<file path="config.mk">
export PLATFORM = sky130hd
export DESIGN_NAME = pmrc_ctrl
export DESIGN_NICKNAME = d
export VERILOG_FILES = /design/src/include/pmrc_pkg.sv /design/src/logic/pmrc_ctrl.sv
export SDC_FILE = /design/constraint.sdc
export NUM_CORES = 1
export LEC_CHECK = 0
export ABC_CLOCK_PERIOD_IN_PS = 3400
export BUFFER_PORTS_ARGS = -buffer_cell sky130_fd_sc_hd__buf_2
export CORE_UTILIZATION = 49
export DETAILED_ROUTE_END_ITERATION = 6
export PLACE_DENSITY = 0.92
export SETUP_SLACK_MARGIN = 0.3
export SLEW_MARGIN = 20
export SYNTH_ARGS = -nofsm -noshare
export SYNTH_HDL_FRONTEND = slang
export SYNTH_SLANG_ARGS = --single-unit
</file>
<file path="constraint.sdc">
create_clock -name clk -period 3.4 [get_ports clk]
set_clock_uncertainty 0.15 [all_clocks]
set_input_delay 0.17 -clock clk [delete_from_list [all_inputs] [get_ports clk]]
set_output_delay 0.17 -clock clk [all_outputs]
set_load 0.05 [all_outputs]
</file>
<file path="src/include/pmrc_pkg.sv">
/*
  constants for the power mode and reset control block: register
  offsets, bit positions, reset values and sequence counts.
  assumes a 10 MHz system clock and an avalon-mm register bus.
*/
// How it works
// - idle needs enable write then start write; both bits clear themselves.
// - enable and start in one write never enter idle or power-down.
// - idle stops cpu clock; peripherals run except watchdog in watchdog mode.
// - enabled interrupt or reset ends idle; cpu resumes after start write.
// - register contents and port states hold while idle.
// - idle gates video, acq, slicer, display, converters; wake-up stays on.
// - power-down needs enable write then start write; bits self-clear.
// - idle and power-down requested together: power-down wins.
// - only reset ends power-down; registers reinit, ram untouched.
// - each block power-save bit gates one block, also during idle.
// - reset leaving power-down restores all power-save bits.
// - power-save setting beats idle behaviour for a block.
// - slow-down bit divides system clock by four.
// - slow-down disables slicer, acq, display and masks their bus requests.
// - reset from pin or watchdog; watchdog reset leaves pll alone.
// - pin reset asserts asynchronously, registers clear on clock; release synchronous to clock.
// - after release a twelve-cycle initialisation sequence runs.
// - after reset cpu, acq and display hold no bus requests.
// - reset logic initialises no ram.
// - converter and wake-up raise no interrupts until sequence done.
// - after sequence the program counter starts at zero.
// - reset makes ports inputs except three port-4 address outputs.
package pmrc_pkg;
  // word addresses on the register bus (byte address = index * 4)
  localparam logic [3:0] pmrc_addr_power_mode_control = 4'h0;
  localparam logic [3:0] pmrc_addr_block_power_save = 4'h1;
  localparam logic [3:0] pmrc_addr_clock_power_save_ext = 4'h2;
  localparam logic [3:0] pmrc_addr_status = 4'h3;
  // power_mode_control bit positions
  localparam int pmrc_bit_idle_en = 0;
  localparam int pmrc_bit_pd_en = 1;
  localparam int pmrc_bit_gf0 = 2;
  localparam int pmrc_bit_gf1 = 3;
  localparam int pmrc_bit_slow = 4;
  localparam int pmrc_bit_idle_start = 5;
  localparam int pmrc_bit_pd_start = 6;
  localparam int pmrc_bit_smod = 7;
  // block_power_save bit positions (1 = block switched off)
  localparam int pmrc_ps_peri = 0;
  localparam int pmrc_ps_disp = 1;
  localparam int pmrc_ps_acq = 2;
  localparam int pmrc_ps_slicer = 3;
  localparam int pmrc_ps_vconv = 4;
  localparam int pmrc_ps_cconv = 5;
  localparam int pmrc_ps_wakeup = 6;
  localparam int pmrc_ps_oconv = 7;
  // clock_power_save_ext bits
  localparam int pmrc_px_pll_res = 3;
  // reset values
  localparam logic [7:0] pmrc_rst_power_mode_control = 8'h00;
  localparam logic [7:0] pmrc_rst_block_power_save = 8'h00;
  localparam logic [7:0] pmrc_rst_clock_power_save_ext = 8'h00;
  // port-4 pins that default to address outputs: 4.0, 4.1, 4.4
  localparam logic [7:0] pmrc_p4_addr_mask = 8'h13;
  // sequence counts
  localparam int pmrc_init_cycles = 12;
  localparam int pmrc_slow_div = 4;
  localparam logic [31:0] pmrc_unmapped = 32'h00000000;
  typedef enum logic [1:0] {pmrc_run, pmrc_idle, pmrc_pdown} pmrc_mode_type;
endpackage

</file>
<file path="src/logic/pmrc_ctrl.sv">
/*
  power mode and reset control: mode registers on avalon-mm, idle and
  power-down entry, block gating, clock slow-down and reset sequencing.
  assumes rst_pin_b and wdt_reset_req come from outside the clock domain
  (pin) or from logic on clk respectively; ram lives elsewhere.
*/
// Register access over Avalon-MM and the placing of the registers were decided locally.
`timescale 1ns/100ps
module pmrc_ctrl
  import pmrc_pkg::*;
(
  input wire logic clk,
  input wire logic rst_b,
  input wire logic rst_pin_b,
  input wire logic wdt_reset_req,
  input wire logic wdt_in_watchdog_mode,
  input wire logic irq_pending,
  input wire logic conv_irq_raw,
  input wire logic wakeup_irq_raw,
  input wire logic [2:0] bus_req_raw,
  input wire logic [3:0] avs_address,
  input wire logic avs_read,
  input wire logic avs_write,
  input wire logic [31:0] avs_writedata,
  input wire logic [3:0] avs_byteenable,
  output logic [31:0] avs_readdata,
  output logic avs_waitrequest,
  output logic cpu_clk_en,
  output logic sys_clk_en,
  output logic wdt_clk_en,
  output logic [7:0] block_enable,
  output logic [2:0] bus_req_masked,
  output logic conv_irq,
  output logic wakeup_irq,
  output logic core_reset_b,
  output logic pll_reset,
  output logic init_done,
  output logic pc_reset_zero,
  output logic [7:0] p4_output_en,
  output logic [1:0] power_mode
);

  logic pin_s1, pin_s2;
  logic int_rst_b;
  logic [3:0] init_cnt;
  logic [7:0] power_mode_control;
  logic [7:0] block_power_save;
  logic [7:0] clock_power_save_ext;
  logic [1:0] div_cnt;
  logic ack;
  logic wr_power_mode_control;
  logic [7:0] wdat;
  logic idle_req, pd_req;
  logic [7:0] idle_gate;
  pmrc_mode_type mode;

  // pin passes two flops; pin low clears both asynchronously
  always_ff @(posedge clk or negedge rst_pin_b)
  begin
    if (!rst_pin_b)
    begin
      pin_s1 <= 1'b0;
      pin_s2 <= 1'b0;
    end
    else
    begin
      pin_s1 <= 1'b1;
      pin_s2 <= pin_s1;
    end
  end

  // internal reset: shared path of pin and watchdog, released on clk;
  // the pin drops it at once; the flops it resets still clear only on
  // the next clk edge, which a dead clock might not deliver
  always_ff @(posedge clk or negedge rst_pin_b)
  begin
    if (!rst_pin_b)
      int_rst_b <= 1'b0;
    else
      int_rst_b <= rst_b & pin_s2 & ~wdt_reset_req;
  end

  // pll reset follows only the pin path, never the watchdog
  assign pll_reset = ~pin_s2;

  // twelve-cycle initialisation sequence after release
  always_ff @(posedge clk)
  begin
    if (!int_rst_b)
      init_cnt <= 4'h0;
    else if (init_cnt != 4'(pmrc_init_cycles))
      init_cnt <= init_cnt + 4'h1;
  end

  assign init_done = (init_cnt == 4'(pmrc_init_cycles));
  assign core_reset_b = init_done;
  assign pc_reset_zero = ~init_done;
  // converter and wake-up interrupts held off during the sequence
  assign conv_irq = conv_irq_raw & init_done;
  assign wakeup_irq = wakeup_irq_raw & init_done;
  // ports are inputs during reset; three port-4 pins drive address
  assign p4_output_en = pmrc_p4_addr_mask;

  // avalon slave: single wait cycle so reads come from flops
  always_ff @(posedge clk)
  begin
    if (!int_rst_b)
      ack <= 1'b0;
    else
      ack <= (avs_read | avs_write) & ~ack;
  end

  assign avs_waitrequest = (avs_read | avs_write) & ~ack;
  assign wr_power_mode_control = avs_write & ack & (avs_address == pmrc_addr_power_mode_control)
                   & avs_byteenable[0];
  assign wdat = avs_writedata[7:0];
  // start bit alone, with the matching enable already latched
  assign idle_req = wr_power_mode_control & wdat[pmrc_bit_idle_start]
                    & ~wdat[pmrc_bit_idle_en] & power_mode_control[pmrc_bit_idle_en];
  assign pd_req = wr_power_mode_control & wdat[pmrc_bit_pd_start]
                  & ~wdat[pmrc_bit_pd_en] & power_mode_control[pmrc_bit_pd_en];

  // power_mode_control: enables armed only by a lone enable write
  always_ff @(posedge clk)
  begin
    if (!int_rst_b)
      power_mode_control <= pmrc_rst_power_mode_control;
    else if (wr_power_mode_control)
    begin
      power_mode_control[pmrc_bit_smod] <= wdat[pmrc_bit_smod];
      power_mode_control[pmrc_bit_slow] <= wdat[pmrc_bit_slow];
      power_mode_control[pmrc_bit_gf1] <= wdat[pmrc_bit_gf1];
      power_mode_control[pmrc_bit_gf0] <= wdat[pmrc_bit_gf0];
      // start bits never stored: they self-clear at once
      power_mode_control[pmrc_bit_idle_start] <= 1'b0;
      power_mode_control[pmrc_bit_pd_start] <= 1'b0;
      power_mode_control[pmrc_bit_idle_en] <= wdat[pmrc_bit_idle_en]
                                & ~wdat[pmrc_bit_idle_start];
      power_mode_control[pmrc_bit_pd_en] <= wdat[pmrc_bit_pd_en]
                              & ~wdat[pmrc_bit_pd_start];
    end
    else if (avs_write & ack)
    begin
      // any other write breaks the two-step sequence
      power_mode_control[pmrc_bit_idle_en] <= 1'b0;
      power_mode_control[pmrc_bit_pd_en] <= 1'b0;
    end
  end

  // power-save registers; only reset restores them
  always_ff @(posedge clk)
  begin
    if (!int_rst_b)
    begin
      block_power_save <= pmrc_rst_block_power_save;
      clock_power_save_ext <= pmrc_rst_clock_power_save_ext;
    end
    else if (avs_write & ack & avs_byteenable[0])
    begin
      if (avs_address == pmrc_addr_block_power_save)
        block_power_save <= wdat;
      if (avs_address == pmrc_addr_clock_power_save_ext)
        clock_power_save_ext <= wdat;
    end
  end

  // mode state: power-down wins, only reset leaves it
  always_ff @(posedge clk)
  begin
    if (!int_rst_b)
      mode <= pmrc_run;
    else
      case (mode)
        pmrc_run:
          if (pd_req)
            mode <= pmrc_pdown;
          else if (idle_req)
            mode <= pmrc_idle;
        pmrc_idle:
          if (pd_req)
            mode <= pmrc_pdown;
          else if (irq_pending)
            mode <= pmrc_run;
        pmrc_pdown:
          mode <= pmrc_pdown;
        default:
          mode <= pmrc_run;
      endcase
  end

  assign power_mode = mode;

  // divide-by-four enable when slowed down
  always_ff @(posedge clk)
  begin
    if (!int_rst_b)
      div_cnt <= 2'h0;
    else
      div_cnt <= div_cnt + 2'h1;
  end

  // slow-down gives one enable in four system clocks
  assign sys_clk_en = init_done & (mode != pmrc_pdown)
                      & (~power_mode_control[pmrc_bit_slow]
                         | (div_cnt == 2'(pmrc_slow_div - 1)));
  // cpu halted in idle; registers and ports frozen with it
  assign cpu_clk_en = sys_clk_en & (mode == pmrc_run);
  assign wdt_clk_en = sys_clk_en
                      & ~((mode == pmrc_idle) & wdt_in_watchdog_mode);

  // blocks switched off by idle; wake-up unit kept alive
  always_comb
  begin
    idle_gate = 8'h00;
    if (mode == pmrc_idle)
    begin
      idle_gate[pmrc_ps_vconv] = 1'b1;
      idle_gate[pmrc_ps_acq] = 1'b1;
      idle_gate[pmrc_ps_slicer] = 1'b1;
      idle_gate[pmrc_ps_disp] = 1'b1;
      idle_gate[pmrc_ps_cconv] = 1'b1;
      idle_gate[pmrc_ps_oconv] = 1'b1;
    end
  end

  // power-save bits always win; slow-down drops slicer, acq, display
  generate
    for (genvar i = 0; i < 8; i++)
    begin : g_blk
      logic slow_off;
      assign slow_off = power_mode_control[pmrc_bit_slow]
                        & ((i == pmrc_ps_slicer) | (i == pmrc_ps_acq)
                           | (i == pmrc_ps_disp));
      assign block_enable[i] = init_done & (mode != pmrc_pdown)
                               & ~block_power_save[i] & ~idle_gate[i]
                               & ~slow_off;
    end
  endgenerate

  // bus requests: [0] cpu, [1] acq, [2] display; none during reset
  assign bus_req_masked[0] = bus_req_raw[0] & init_done;
  assign bus_req_masked[1] = bus_req_raw[1] & init_done
                             & block_enable[pmrc_ps_acq];
  assign bus_req_masked[2] = bus_req_raw[2] & init_done
                             & block_enable[pmrc_ps_disp];
  // no ram is held here, so reset clears none of it

  // read mux from flops; unmapped words read zero
  always_ff @(posedge clk)
  begin
    if (!int_rst_b)
      avs_readdata <= pmrc_unmapped;
    else if (avs_read & ~ack)
      case (avs_address)
        pmrc_addr_power_mode_control: avs_readdata <= {24'h000000, power_mode_control};
        pmrc_addr_block_power_save: avs_readdata <= {24'h000000, block_power_save};
        pmrc_addr_clock_power_save_ext: avs_readdata <= {24'h000000, clock_power_save_ext};
        pmrc_addr_status: avs_readdata <= {29'h00000000, init_done, mode};
        default: avs_readdata <= pmrc_unmapped;
      endcase
  end

  // checks

  // cycles since internal release, saturating; lets the sequence length
  // be checked by count instead of a long repetition the tools unroll
  logic [4:0] seq_cnt;

  always_ff @(posedge clk)
  begin
    if (!int_rst_b)
      seq_cnt <= 5'h00;
    else if (seq_cnt != 5'h1f)
      seq_cnt <= seq_cnt + 5'h01;
  end

  // no early release of the core
  property p_seq_len;
    @(posedge clk) disable iff (!int_rst_b)
      seq_cnt < 5'(pmrc_init_cycles) |-> !init_done;
  endproperty
  a_seq_len: assert property (p_seq_len)
    else $error("init sequence shorter than twelve cycles");

  // and no late one either
  property p_seq_done;
    @(posedge clk) disable iff (!int_rst_b)
      seq_cnt >= 5'(pmrc_init_cycles) |-> init_done;
  endproperty
  a_seq_done: assert property (p_seq_done)
    else $error("init sequence longer than twelve cycles");

  // no bus request leaks out while the sequence runs
  property p_bus_reset;
    @(posedge clk) !init_done |-> bus_req_masked == 3'h0;
  endproperty
  a_bus_reset: assert property (p_bus_reset)
    else $error("bus request during reset sequence");

  property p_irq_hold;
    @(posedge clk) !init_done |-> !conv_irq && !wakeup_irq;
  endproperty
  a_irq_hold: assert property (p_irq_hold)
    else $error("converter irq during reset sequence");

  property p_pd_sticky;
    @(posedge clk) disable iff (!int_rst_b)
      mode == pmrc_pdown |=> mode == pmrc_pdown;
  endproperty
  a_pd_sticky: assert property (p_pd_sticky)
    else $error("power-down left without reset");

  property p_same_write;
    @(posedge clk) disable iff (!int_rst_b)
      (mode == pmrc_run && wr_power_mode_control && wdat[pmrc_bit_idle_en]
       && wdat[pmrc_bit_idle_start] && !pd_req) |=> mode == pmrc_run;
  endproperty
  a_same_write: assert property (p_same_write)
    else $error("mode entered by one write");

  property p_pd_wins;
    @(posedge clk) disable iff (!int_rst_b)
      pd_req |=> mode == pmrc_pdown;
  endproperty
  a_pd_wins: assert property (p_pd_wins)
    else $error("power-down not taken");

  property p_cpu_idle;
    @(posedge clk) disable iff (!int_rst_b)
      mode == pmrc_idle |-> !cpu_clk_en && !block_enable[pmrc_ps_vconv];
  endproperty
  a_cpu_idle: assert property (p_cpu_idle)
    else $error("cpu or video clocked in idle");

  // an interrupt ends idle one edge later unless power-down is requested in that cycle
  property p_idle_exit;
    @(posedge clk) disable iff (!int_rst_b)
      mode == pmrc_idle && irq_pending && !pd_req |=> mode == pmrc_run;
  endproperty
  a_idle_exit: assert property (p_idle_exit)
    else $error("idle not left on interrupt");

  // wake-up unit keeps running in idle unless saved off
  property p_wakeup_idle;
    @(posedge clk) disable iff (!int_rst_b)
      mode == pmrc_idle && !block_power_save[pmrc_ps_wakeup]
      |-> block_enable[pmrc_ps_wakeup];
  endproperty
  a_wakeup_idle: assert property (p_wakeup_idle)
    else $error("wake-up unit stopped in idle");

  property p_block_power_save_wins;
    @(posedge clk) disable iff (!int_rst_b)
      block_power_save[pmrc_ps_wakeup] |-> !block_enable[pmrc_ps_wakeup];
  endproperty
  a_block_power_save_wins: assert property (p_block_power_save_wins)
    else $error("saved block enabled");

  property p_slow;
    @(posedge clk) disable iff (!int_rst_b)
      power_mode_control[pmrc_bit_slow] && sys_clk_en
      |=> (!sys_clk_en || !power_mode_control[pmrc_bit_slow]) [*3];
  endproperty
  a_slow: assert property (p_slow)
    else $error("slow-down not divide by four");

  property p_slow_bus;
    @(posedge clk) power_mode_control[pmrc_bit_slow] |-> bus_req_masked[2:1] == 2'b00;
  endproperty
  a_slow_bus: assert property (p_slow_bus)
    else $error("bus request in slow-down");

  c_idle: cover property (@(posedge clk) mode == pmrc_idle);
  c_pdown: cover property (@(posedge clk) mode == pmrc_pdown);
  c_wake: cover property (@(posedge clk)
    mode == pmrc_idle ##1 mode == pmrc_run);
  c_slow: cover property (@(posedge clk) power_mode_control[pmrc_bit_slow] && init_done);
  // watchdog reset seen with the pll left running
  c_wdt: cover property (@(posedge clk) wdt_reset_req && !pll_reset);

endmodule

</file>
==> impl_summary.md, run 1 <==
Clocking
The root buffer cell chosen for the clock tree is sky130_fd_sc_hd__clkbuf_8. Buffers inserted during clock tree synthesis total 5. The buffer levels on the longest clock path is 2.

The clock network latency to the later pin of the worst-skew pair is just under 300 ps. Clock-pin slew was measured on the worst setup and hold paths at around 80 ps. The total number of H-tree levels is 2. The number of clock sinks is between 40 and 50. TritonCTS built the clock tree.

Timing
The number of hold violations in the final report was 1. The final cycle utilization of the critical path is between 70 and 80%. The maximum achievable frequency is 381.3 MHz.

The worst path meets setup with 777.6 ps of slack. The final period demand of the worst path is around 2600 ps. For the final routed database, the setup TNS stands at 0 ps. Setup violations remaining at the end of the flow were counted as 0. For the pin with the worst max-slew slack, the measured transition is 832.8 ps. Measured against its own limit, the worst slew margin works out to 44.07%.

Setup repair after global routing left no endpoint under its margin. The tightest hold path in the finished design has a slack of -0.009270 ps. The number of pins with negative max-slew slack in the final report is 0.

GRT
The total global routing overflow is 0. Entering global routing, the biggest net connects 32 pins. The number of antenna violations at the first check in global routing was 0. The global router's overall resource usage is approximately a fifth. The via count of the first global-routing pass is 1,665.

The first global-routing pass estimated 7776 um of wire.

Routing
For this run, design rule violations remaining after detail routing come to 0. In this run the remaining antenna-violating nets after routing total 0. The detailed router finished its first iteration with ~120 violations. The post-detailed-route via-to-cell ratio is approximately 5.2. After detailed routing, the total wire length is approximately 4900 um. The length of the first detailed-routing pass in iterations is 4.

Dividing the detail-routed wire length by the instance count gives approximately 13 um. The number of vias after detailed routing is roughly 1,900.

Synthesis
Averaged over all synthesized cells, the footprint is 8.886 um2. In this run, synthesis inferred 0 flip-flops with an integrated enable. The fraction of synthesized cell area taken by the top area cell type is around 34%.

The synthesized netlist occupies a cell area of ~2300 um2. Sequential elements use between 30% and 40% of the synthesized area. The gate count of the mapped netlist is 255. The count of unique library cells instantiated by Yosys is 44.

Of all flip-flops after synthesis, the portion carrying an async set or reset was 7.143%. The dominant register cell in the synthesized netlist is sky130_fd_sc_hd__dfxtp_1. The total of warnings raised by yosys is 0. The number of register bits inferred by synthesis is 42.

Yosys attributes the largest share of cell area to sky130_fd_sc_hd__dfxtp_1 (34%), sky130_fd_sc_hd__buf_4 (11%), sky130_fd_sc_hd__mux2i_1 (11%). The cell accounting for the most synthesized area is sky130_fd_sc_hd__dfxtp_1.

Floorplanning
The area enclosed by the die boundary is approximately 4900 um2. After floorplanning, the core was sized to cover roughly 4400 um2. The initialized floorplan defines 24 standard-cell rows.

The die outline height is ~70 um. The number of top-level pins is 116. The width of the chip is 70 um.

The initial cell density of the core is about half.

Pwr
The static leakage power is approximately 0.0011 uW. The design draws slightly above 1000 uW. The ratio of total power to cell area is slightly below 400 nW/um2. The peak supply drop is between 0.15 and 0.2 mV.

Layout
The net count reported at finish is 367. 0 antenna diodes ended up in the layout. The number of inserted filler cells in the final layout is about 360. The area added between synthesis and finish is 15.30%. Cells with a size suffix above 1 make up a little under a quarter of the layout. After routing the design area is between 2000 and 3000 um2.

Outcome
The run finished, with violations left. The final reports fail on negative hold slack.

Place
The congestion estimate from routability-driven global placement came to about 0.88. Prior to clock tree synthesis, the placed netlist has a worst setup slack of ~1100 ps. Buffers placed on the I/O ports in this run total between 50 and 60.

In this run the cell area measured after placement is about 2500 um2. The HPWL after detailed placement is 3577 um.

Setup path
Of all nets on the critical path, the largest fanout is 10. The data required time of the worst path is between 3000 and 4000 ps. By startpoint and endpoint, the worst setup path is classified as reg -> out. The startpoint kind of the worst setup timing path is a register. The worst setup path is captured at an output port. The arrival time at the worst endpoint is about 2300 ps.

Worst hold path
In this run the worst hold path is classified as in -> reg.

Flow run
The max-cap check violation count is 0.
==> flip-flops by register name, indices dropped and copies added, names as in the netlist <==
name / count
avs_readdata: 8
block_power_save: 8
clock_power_save_ext: 8
power_mode_control: 6
init_cnt: 4
div_cnt: 2
power_mode: 2
ack: 1
int_rst_b: 1
pin_s1: 1
pin_s2: 1
==> report_power, final <==
group	leakage [uW]	total, uW	internal, uW	switching (uW)
clock	0.0000514	391	219	171
combinational	0.000729	144	26.5	118
sequential	0.000351	498	495	2.60
==> cell usage in the layout (no fill, tap or decap), types with 6 or more instances in the layout <==
| master | n |
|---|---|
| sky130_fd_sc_hd__a21oi_1 | 11 |
| sky130_fd_sc_hd__inv_1 | 6 |
| sky130_fd_sc_hd__mux2i_1 | 24 |
| sky130_fd_sc_hd__nor2_1 | 11 |
| sky130_fd_sc_hd__and2_1 | 6 |
| sky130_fd_sc_hd__conb_1 | 33 |
| sky130_fd_sc_hd__nand2_1 | 34 |
| sky130_fd_sc_hd__buf_2 | 56 |
| sky130_fd_sc_hd__o21ai_0 | 6 |
| sky130_fd_sc_hd__dfxtp_1 | 39 |
| sky130_fd_sc_hd__nand3_1 | 10 |
==> path summary, 6_finish.rpt <==
kind	from	endpoint	slack [ps]	cells past startpoint
worst max-delay path	init_cnt[0]$_SDFFE_PN0P_	bus_req_masked[2]	780	6
worst min-delay path	avs_writedata[4]	power_mode_control[4]$_SDFFE_PN0P_	-0.009	3
worst max register to register	ack$_SDFF_PN0_	block_power_save[5]$_SDFFE_PN0P_	1410	4
worst min register to register	pin_s1$_DFF_PN0_	pin_s2$_DFF_PN0_	210	0
max in group asynchronous	rst_pin_b	int_rst_b$_DFF_PN0_	2930	2
min in group asynchronous	rst_pin_b	pin_s1$_DFF_PN0_	60	2
==> Yosys cell counts (2+ instances only) <==
cell type	instances
sky130_fd_sc_hd__nand2_1	34
sky130_fd_sc_hd__a22o_1	5
sky130_fd_sc_hd__dfxtp_1	39
sky130_fd_sc_hd__buf_1	3
sky130_fd_sc_hd__inv_1	6
sky130_fd_sc_hd__nor3_1	5
sky130_fd_sc_hd__buf_2	3
sky130_fd_sc_hd__nand2b_1	5
sky130_fd_sc_hd__nor4_1	2
sky130_fd_sc_hd__o21ai_0	6
sky130_fd_sc_hd__nor2_1	11
sky130_fd_sc_hd__o2bb2ai_1	3
sky130_fd_sc_hd__buf_4	34
sky130_fd_sc_hd__nor4_4	2
sky130_fd_sc_hd__conb_1	2
sky130_fd_sc_hd__and3_1	2
sky130_fd_sc_hd__nand3_1	10
sky130_fd_sc_hd__nor4bb_1	2
sky130_fd_sc_hd__ha_1	3
sky130_fd_sc_hd__and3b_1	4
sky130_fd_sc_hd__a21oi_1	11
sky130_fd_sc_hd__dfrtp_1	3
sky130_fd_sc_hd__clkbuf_1	3
sky130_fd_sc_hd__and2_1	6
sky130_fd_sc_hd__nor4b_1	3
sky130_fd_sc_hd__xnor2_1	2
sky130_fd_sc_hd__mux2i_1	24
sky130_fd_sc_hd__o22ai_1	2
sky130_fd_sc_hd__clkbuf_2	2
sky130_fd_sc_hd__nor3b_1	2
sky130_fd_sc_hd__nor2b_1	2
sky130_fd_sc_hd__nand4b_1	2
==> cell families after synthesis <==
group | count (synthesis) | share of synthesized area, %
xor gates and xnor gates | 2 | 0.7732
buffers and inverters | 51 | 14.36
muxes | 24 | 10.60
adders and majority gates | 3 | 1.657
and+or+nand+nor | 100 | 25.68
other | 2 | 0.3314
AOI/OAI and AO/OA | 31 | 8.835
DFF | 42 | 37.77
==> through the flow <==
step	instances	utilization [%]
after global placement	351	55.56
after CTS	364	59.18
after floorplan	286	-
after global routing	364	59.18
final	364	59.18
after detailed placement	351	55.56
==> critical path: stages (launching register included) <==
cell	delay (ps)
sky130_fd_sc_hd__dfxtp_1	350
sky130_fd_sc_hd__inv_1	100
sky130_fd_sc_hd__ha_1	180
sky130_fd_sc_hd__and3_1	360
sky130_fd_sc_hd__nand3_1	350
sky130_fd_sc_hd__nor4b_1	340
sky130_fd_sc_hd__buf_2	310
==> layer usage <==
layer  GRT usage (%)  share of wire, %  up-vias
met2           32.48                48       80
met4           7.333               1.6        0
met5               0                 0        -
met3           2.886               6.0        8
met1           26.61                45      867
li1                -                 -      929
==> cell type report <==
cell class	instances	area [um2]	area share [%]
well taps	52	65.06	2.490
flip-flops and latches	42	855.8	32.76
multi-input cells	193	1214	46.46
clock inverters	2	37.54	1.437
clock buffers	6	72.57	2.778
repair buffers	63	345.3	13.22
inverters	6	22.52	0.8621
==> timing repair <==
action,4_1_cts,5_1_grt
hold buffers,5,0
setup buffers,0,0
hold endpoints to repair,6,0
setup endpoints to repair,0,0
resized for setup,0,0
Note: power is estimated with default switching activity, not from simulation.
==> run 2: changes to the inputs <==
--- a/config.mk
+++ b/config.mk
@@ -5,11 +5,11 @@
 export SDC_FILE = /design/constraint.sdc
 export NUM_CORES = 1
 export LEC_CHECK = 0
-export ABC_CLOCK_PERIOD_IN_PS = 3400
+export ABC_CLOCK_PERIOD_IN_PS = 2400
 export BUFFER_PORTS_ARGS = -buffer_cell sky130_fd_sc_hd__buf_2
-export CORE_UTILIZATION = 49
+export CORE_UTILIZATION = 41
 export DETAILED_ROUTE_END_ITERATION = 6
-export PLACE_DENSITY = 0.92
+export PLACE_DENSITY = 0.83
 export SETUP_SLACK_MARGIN = 0.3
 export SLEW_MARGIN = 20
 export SYNTH_ARGS = -nofsm -noshare
==> constraint.sdc (replaced) <==
create_clock -name clk -period 2.4 [get_ports clk]
set_clock_uncertainty 0.15 [all_clocks]
set_input_delay 0.12 -clock clk [delete_from_list [all_inputs] [get_ports clk]]
set_output_delay 0.12 -clock clk [all_outputs]
set_load 0.05 [all_outputs]
==> run 2 against run 1 <==
  * The run still ends with negative hold slack left
  * Via count is 3.2% higher
  * Count of clock-buffer cells in the layout is 1 higher
  * Flip-flop and latch count stayed put
  * Total power is 46% higher
  * Wire length is 12% higher
  * Cell area is 12% higher
  * Non-clock buffer count is 17 higher
  * Sequential power is 41% higher
  * Clock power is 49% higher
  * Final cell count is 9.6% higher
==> impl_summary.md, run 2 (synthesized netlist as in run 1, its figures left out) <==
Outcome
The flow ran to the end, but the final reports show violations. The final reports fail on negative hold slack.

Setup path
For the worst setup path, the data arrival time is roughly 1800 ps. STA puts the critical path data required time at about 2100 ps. The critical path in this run is classified as reg -> out. The largest fanout on the critical path is 8. STA classifies the critical path startpoint as a register. The worst setup path is captured at an output port.

Routing
The remaining routing DRC violations is 0. The first TritonRoute pass finished after 4 iterations. The post-detailed-route via-to-cell ratio is roughly 4.9. Across all layers, the routed design uses 1,945 vias. The overall routed net length is approximately 5500 um. The number of nets with antenna violations after routing is 0. In the final routed layout, each cell accounts on average for about 14 um. For this block, the initial DRC count from the detailed router was ~150.

Place
The post-place instance area is ~2600 um2. The placed wire-length estimate is between 3000 and 4000 um. After detailed placement, the design holds a cell count of roughly 370. The quantity of I/O buffers inserted on ports is 56. The final estimated routing congestion in global placement is ~0.85.

GRT
The global router's overall resource usage is between 10% and 20%. The pin count of the biggest net entering global routing is 28. The number of antenna violations at the first check in global routing is 0. The via count of the first global-routing pass was ~1,700. The first global-routing pass estimated ~8600 um of wire. The total global routing overflow is 0.

Pwr
The static leakage power is 0.001252 uW. The peak supply drop is ~0.30 mV. Dividing total power by cell area gives a power density of slightly above 500 nW/um2.

Timing
The final critical path takes up 84.95% of the cycle. The worst slew slack as a fraction of its limit is between 60 and 70%. Setup repair after global routing left no endpoint under its margin. The number of hold violations in the final report is 1. Setup total negative slack on the finished layout was measured at 0 ps. Across all hold checks on the routed design, the worst slack comes to -1.085 ps. Setup violations remaining at the end of the flow were counted as 0. Timing would allow up to 490.5 MHz. For the pin with the worst max-slew slack, the measured transition is between 500 and 600 ps. The number of pins with negative max-slew slack in the final report is 0. The final period demand of the worst path is between 2000 and 2500 ps.

Clocking
In this run, CTS created clock tree buffers numbering 5. In this run the number of H-tree levels came out at 2. The master cell of the clock root buffer is sky130_fd_sc_hd__clkbuf_8.

CTS saw 42 sinks. The register clock-pin slew on the reported worst setup and hold paths is approximately 80 ps. The CTS tree is yes.

The later pin in the worst-skew pair is clocked with a latency of approximately 300 ps. The buffer levels on the longest clock path is 2.

Layout
The final non-filler cell area is 2928 um2. In the final layout, the registers with the most flip-flops are avs_readdata x8, block_power_save x8, clock_power_save_ext x8. Measured on the finished design, the core utilization comes to between 50% and 60%. Compared with the post-synthesis result, the final layout area differs by 29.21%. The number of antenna diodes is 0. In the final layout, the share of cells above drive strength 1 is ~30%. At the end of the flow, the number of nets in the layout was approximately 380. The final cell count without fillers is around 400. In the layout the commonest cells are sky130_fd_sc_hd__buf_2 (52), sky130_fd_sc_hd__dfxtp_1 (36), sky130_fd_sc_hd__nand2_1 (34). Leaving out fill and tap cells, the most frequent cell in the layout is sky130_fd_sc_hd__buf_2.

Floorplanning
The site row count is 26. From left edge to right edge, the die measures around 76 um. In this run the vertical extent of the chip is roughly 76 um. roughly 120 I/O pins were placed.

The area of the core region is 5205 um2. The floorplan step defined a die boundary enclosing around 5800 um2. For this configuration, the core starts out at a cell density of a little over two fifths.

Worst hold path
The classification of the worst-slack hold path is in -> reg.

Flow run
The max-cap check violation count is 0.
## run 2: routing by layer
layer,part of all wire [%],track usage [%],vias up
li1,-,-,967
met1,45,24.44,899
met2,48,30.45,71
met3,5.5,4.551,8
met4,1.5,7.500,0
met5,0,0,-
## run 2: what timing repair did
item	CTS	global route
hold endpoints to repair	27	0
resized for setup	7	8
endpoints found under the setup margin	6	5
gates cloned	0	0
buffers inserted	3	3
pin swaps	3	2
hold buffers	13	0
## run 2: cell type report
class / count / area (um2)
fill: 461 / 2277
clock buffer: 7 / 86.33
multi-input combinational: 193 / 1323
tap: 70 / 87.58
clock inverter: 1 / 30.03
timing repair buffer: 80 / 510.5
sequential: 42 / 864.6
inverter: 6 / 26.28
## run 2: where the power goes
| part | internal [uW] | leakage (uW) | switching, uW | total, uW |
|---|---|---|---|---|
| Clock | 339 | 0.0000585 | 245 | 584 |
| Sequential | 700 | 0.000353 | 3.98 | 704 |
| Combinational | 49.8 | 0.000840 | 172 | 222 |
| Total | 1090 | 0.00125 | 421 | 1510 |
## run 2: worst max-delay path, cell delays in order (launching register included)
cell and delay [ps]:
sky130_fd_sc_hd__dfxtp_4 350, sky130_fd_sc_hd__inv_2 70, sky130_fd_sc_hd__ha_4 120, sky130_fd_sc_hd__and3_4 220, sky130_fd_sc_hd__nand3_4 170, sky130_fd_sc_hd__nor4b_4 330, sky130_fd_sc_hd__buf_6 200
## run 2: worst paths after layout
| kind | startpoint | endpoint | slack [ps] | cells past startpoint |
|---|---|---|---|---|
| worst max-delay path | init_cnt[0]$_SDFFE_PN0P_ | bus_req_masked[1] | 360 | 6 |
| worst min-delay path | avs_read | ack$_SDFF_PN0_ | -1 | 3 |
| worst max register to register | ack$_SDFF_PN0_ | block_power_save[7]$_SDFFE_PN0P_ | 710 | 4 |
| worst min register to register | pin_s1$_DFF_PN0_ | pin_s2$_DFF_PN0_ | 220 | 0 |
| max in group asynchronous | rst_pin_b | pin_s2$_DFF_PN0_ | 1400 | 3 |
| min in group asynchronous | rst_pin_b | int_rst_b$_DFF_PN0_ | 550 | 3 |
## run 2: per-stage QoR
stage          power, uW  worst slack, ps
3_5_place_dp       920.4            442.6
3_3_place_gp       918.6            478.1
4_1_cts             1504            312.3
5_1_grt             1557            310.3
2_1_floorplan      923.8            296.0
6_report            1510            361.3
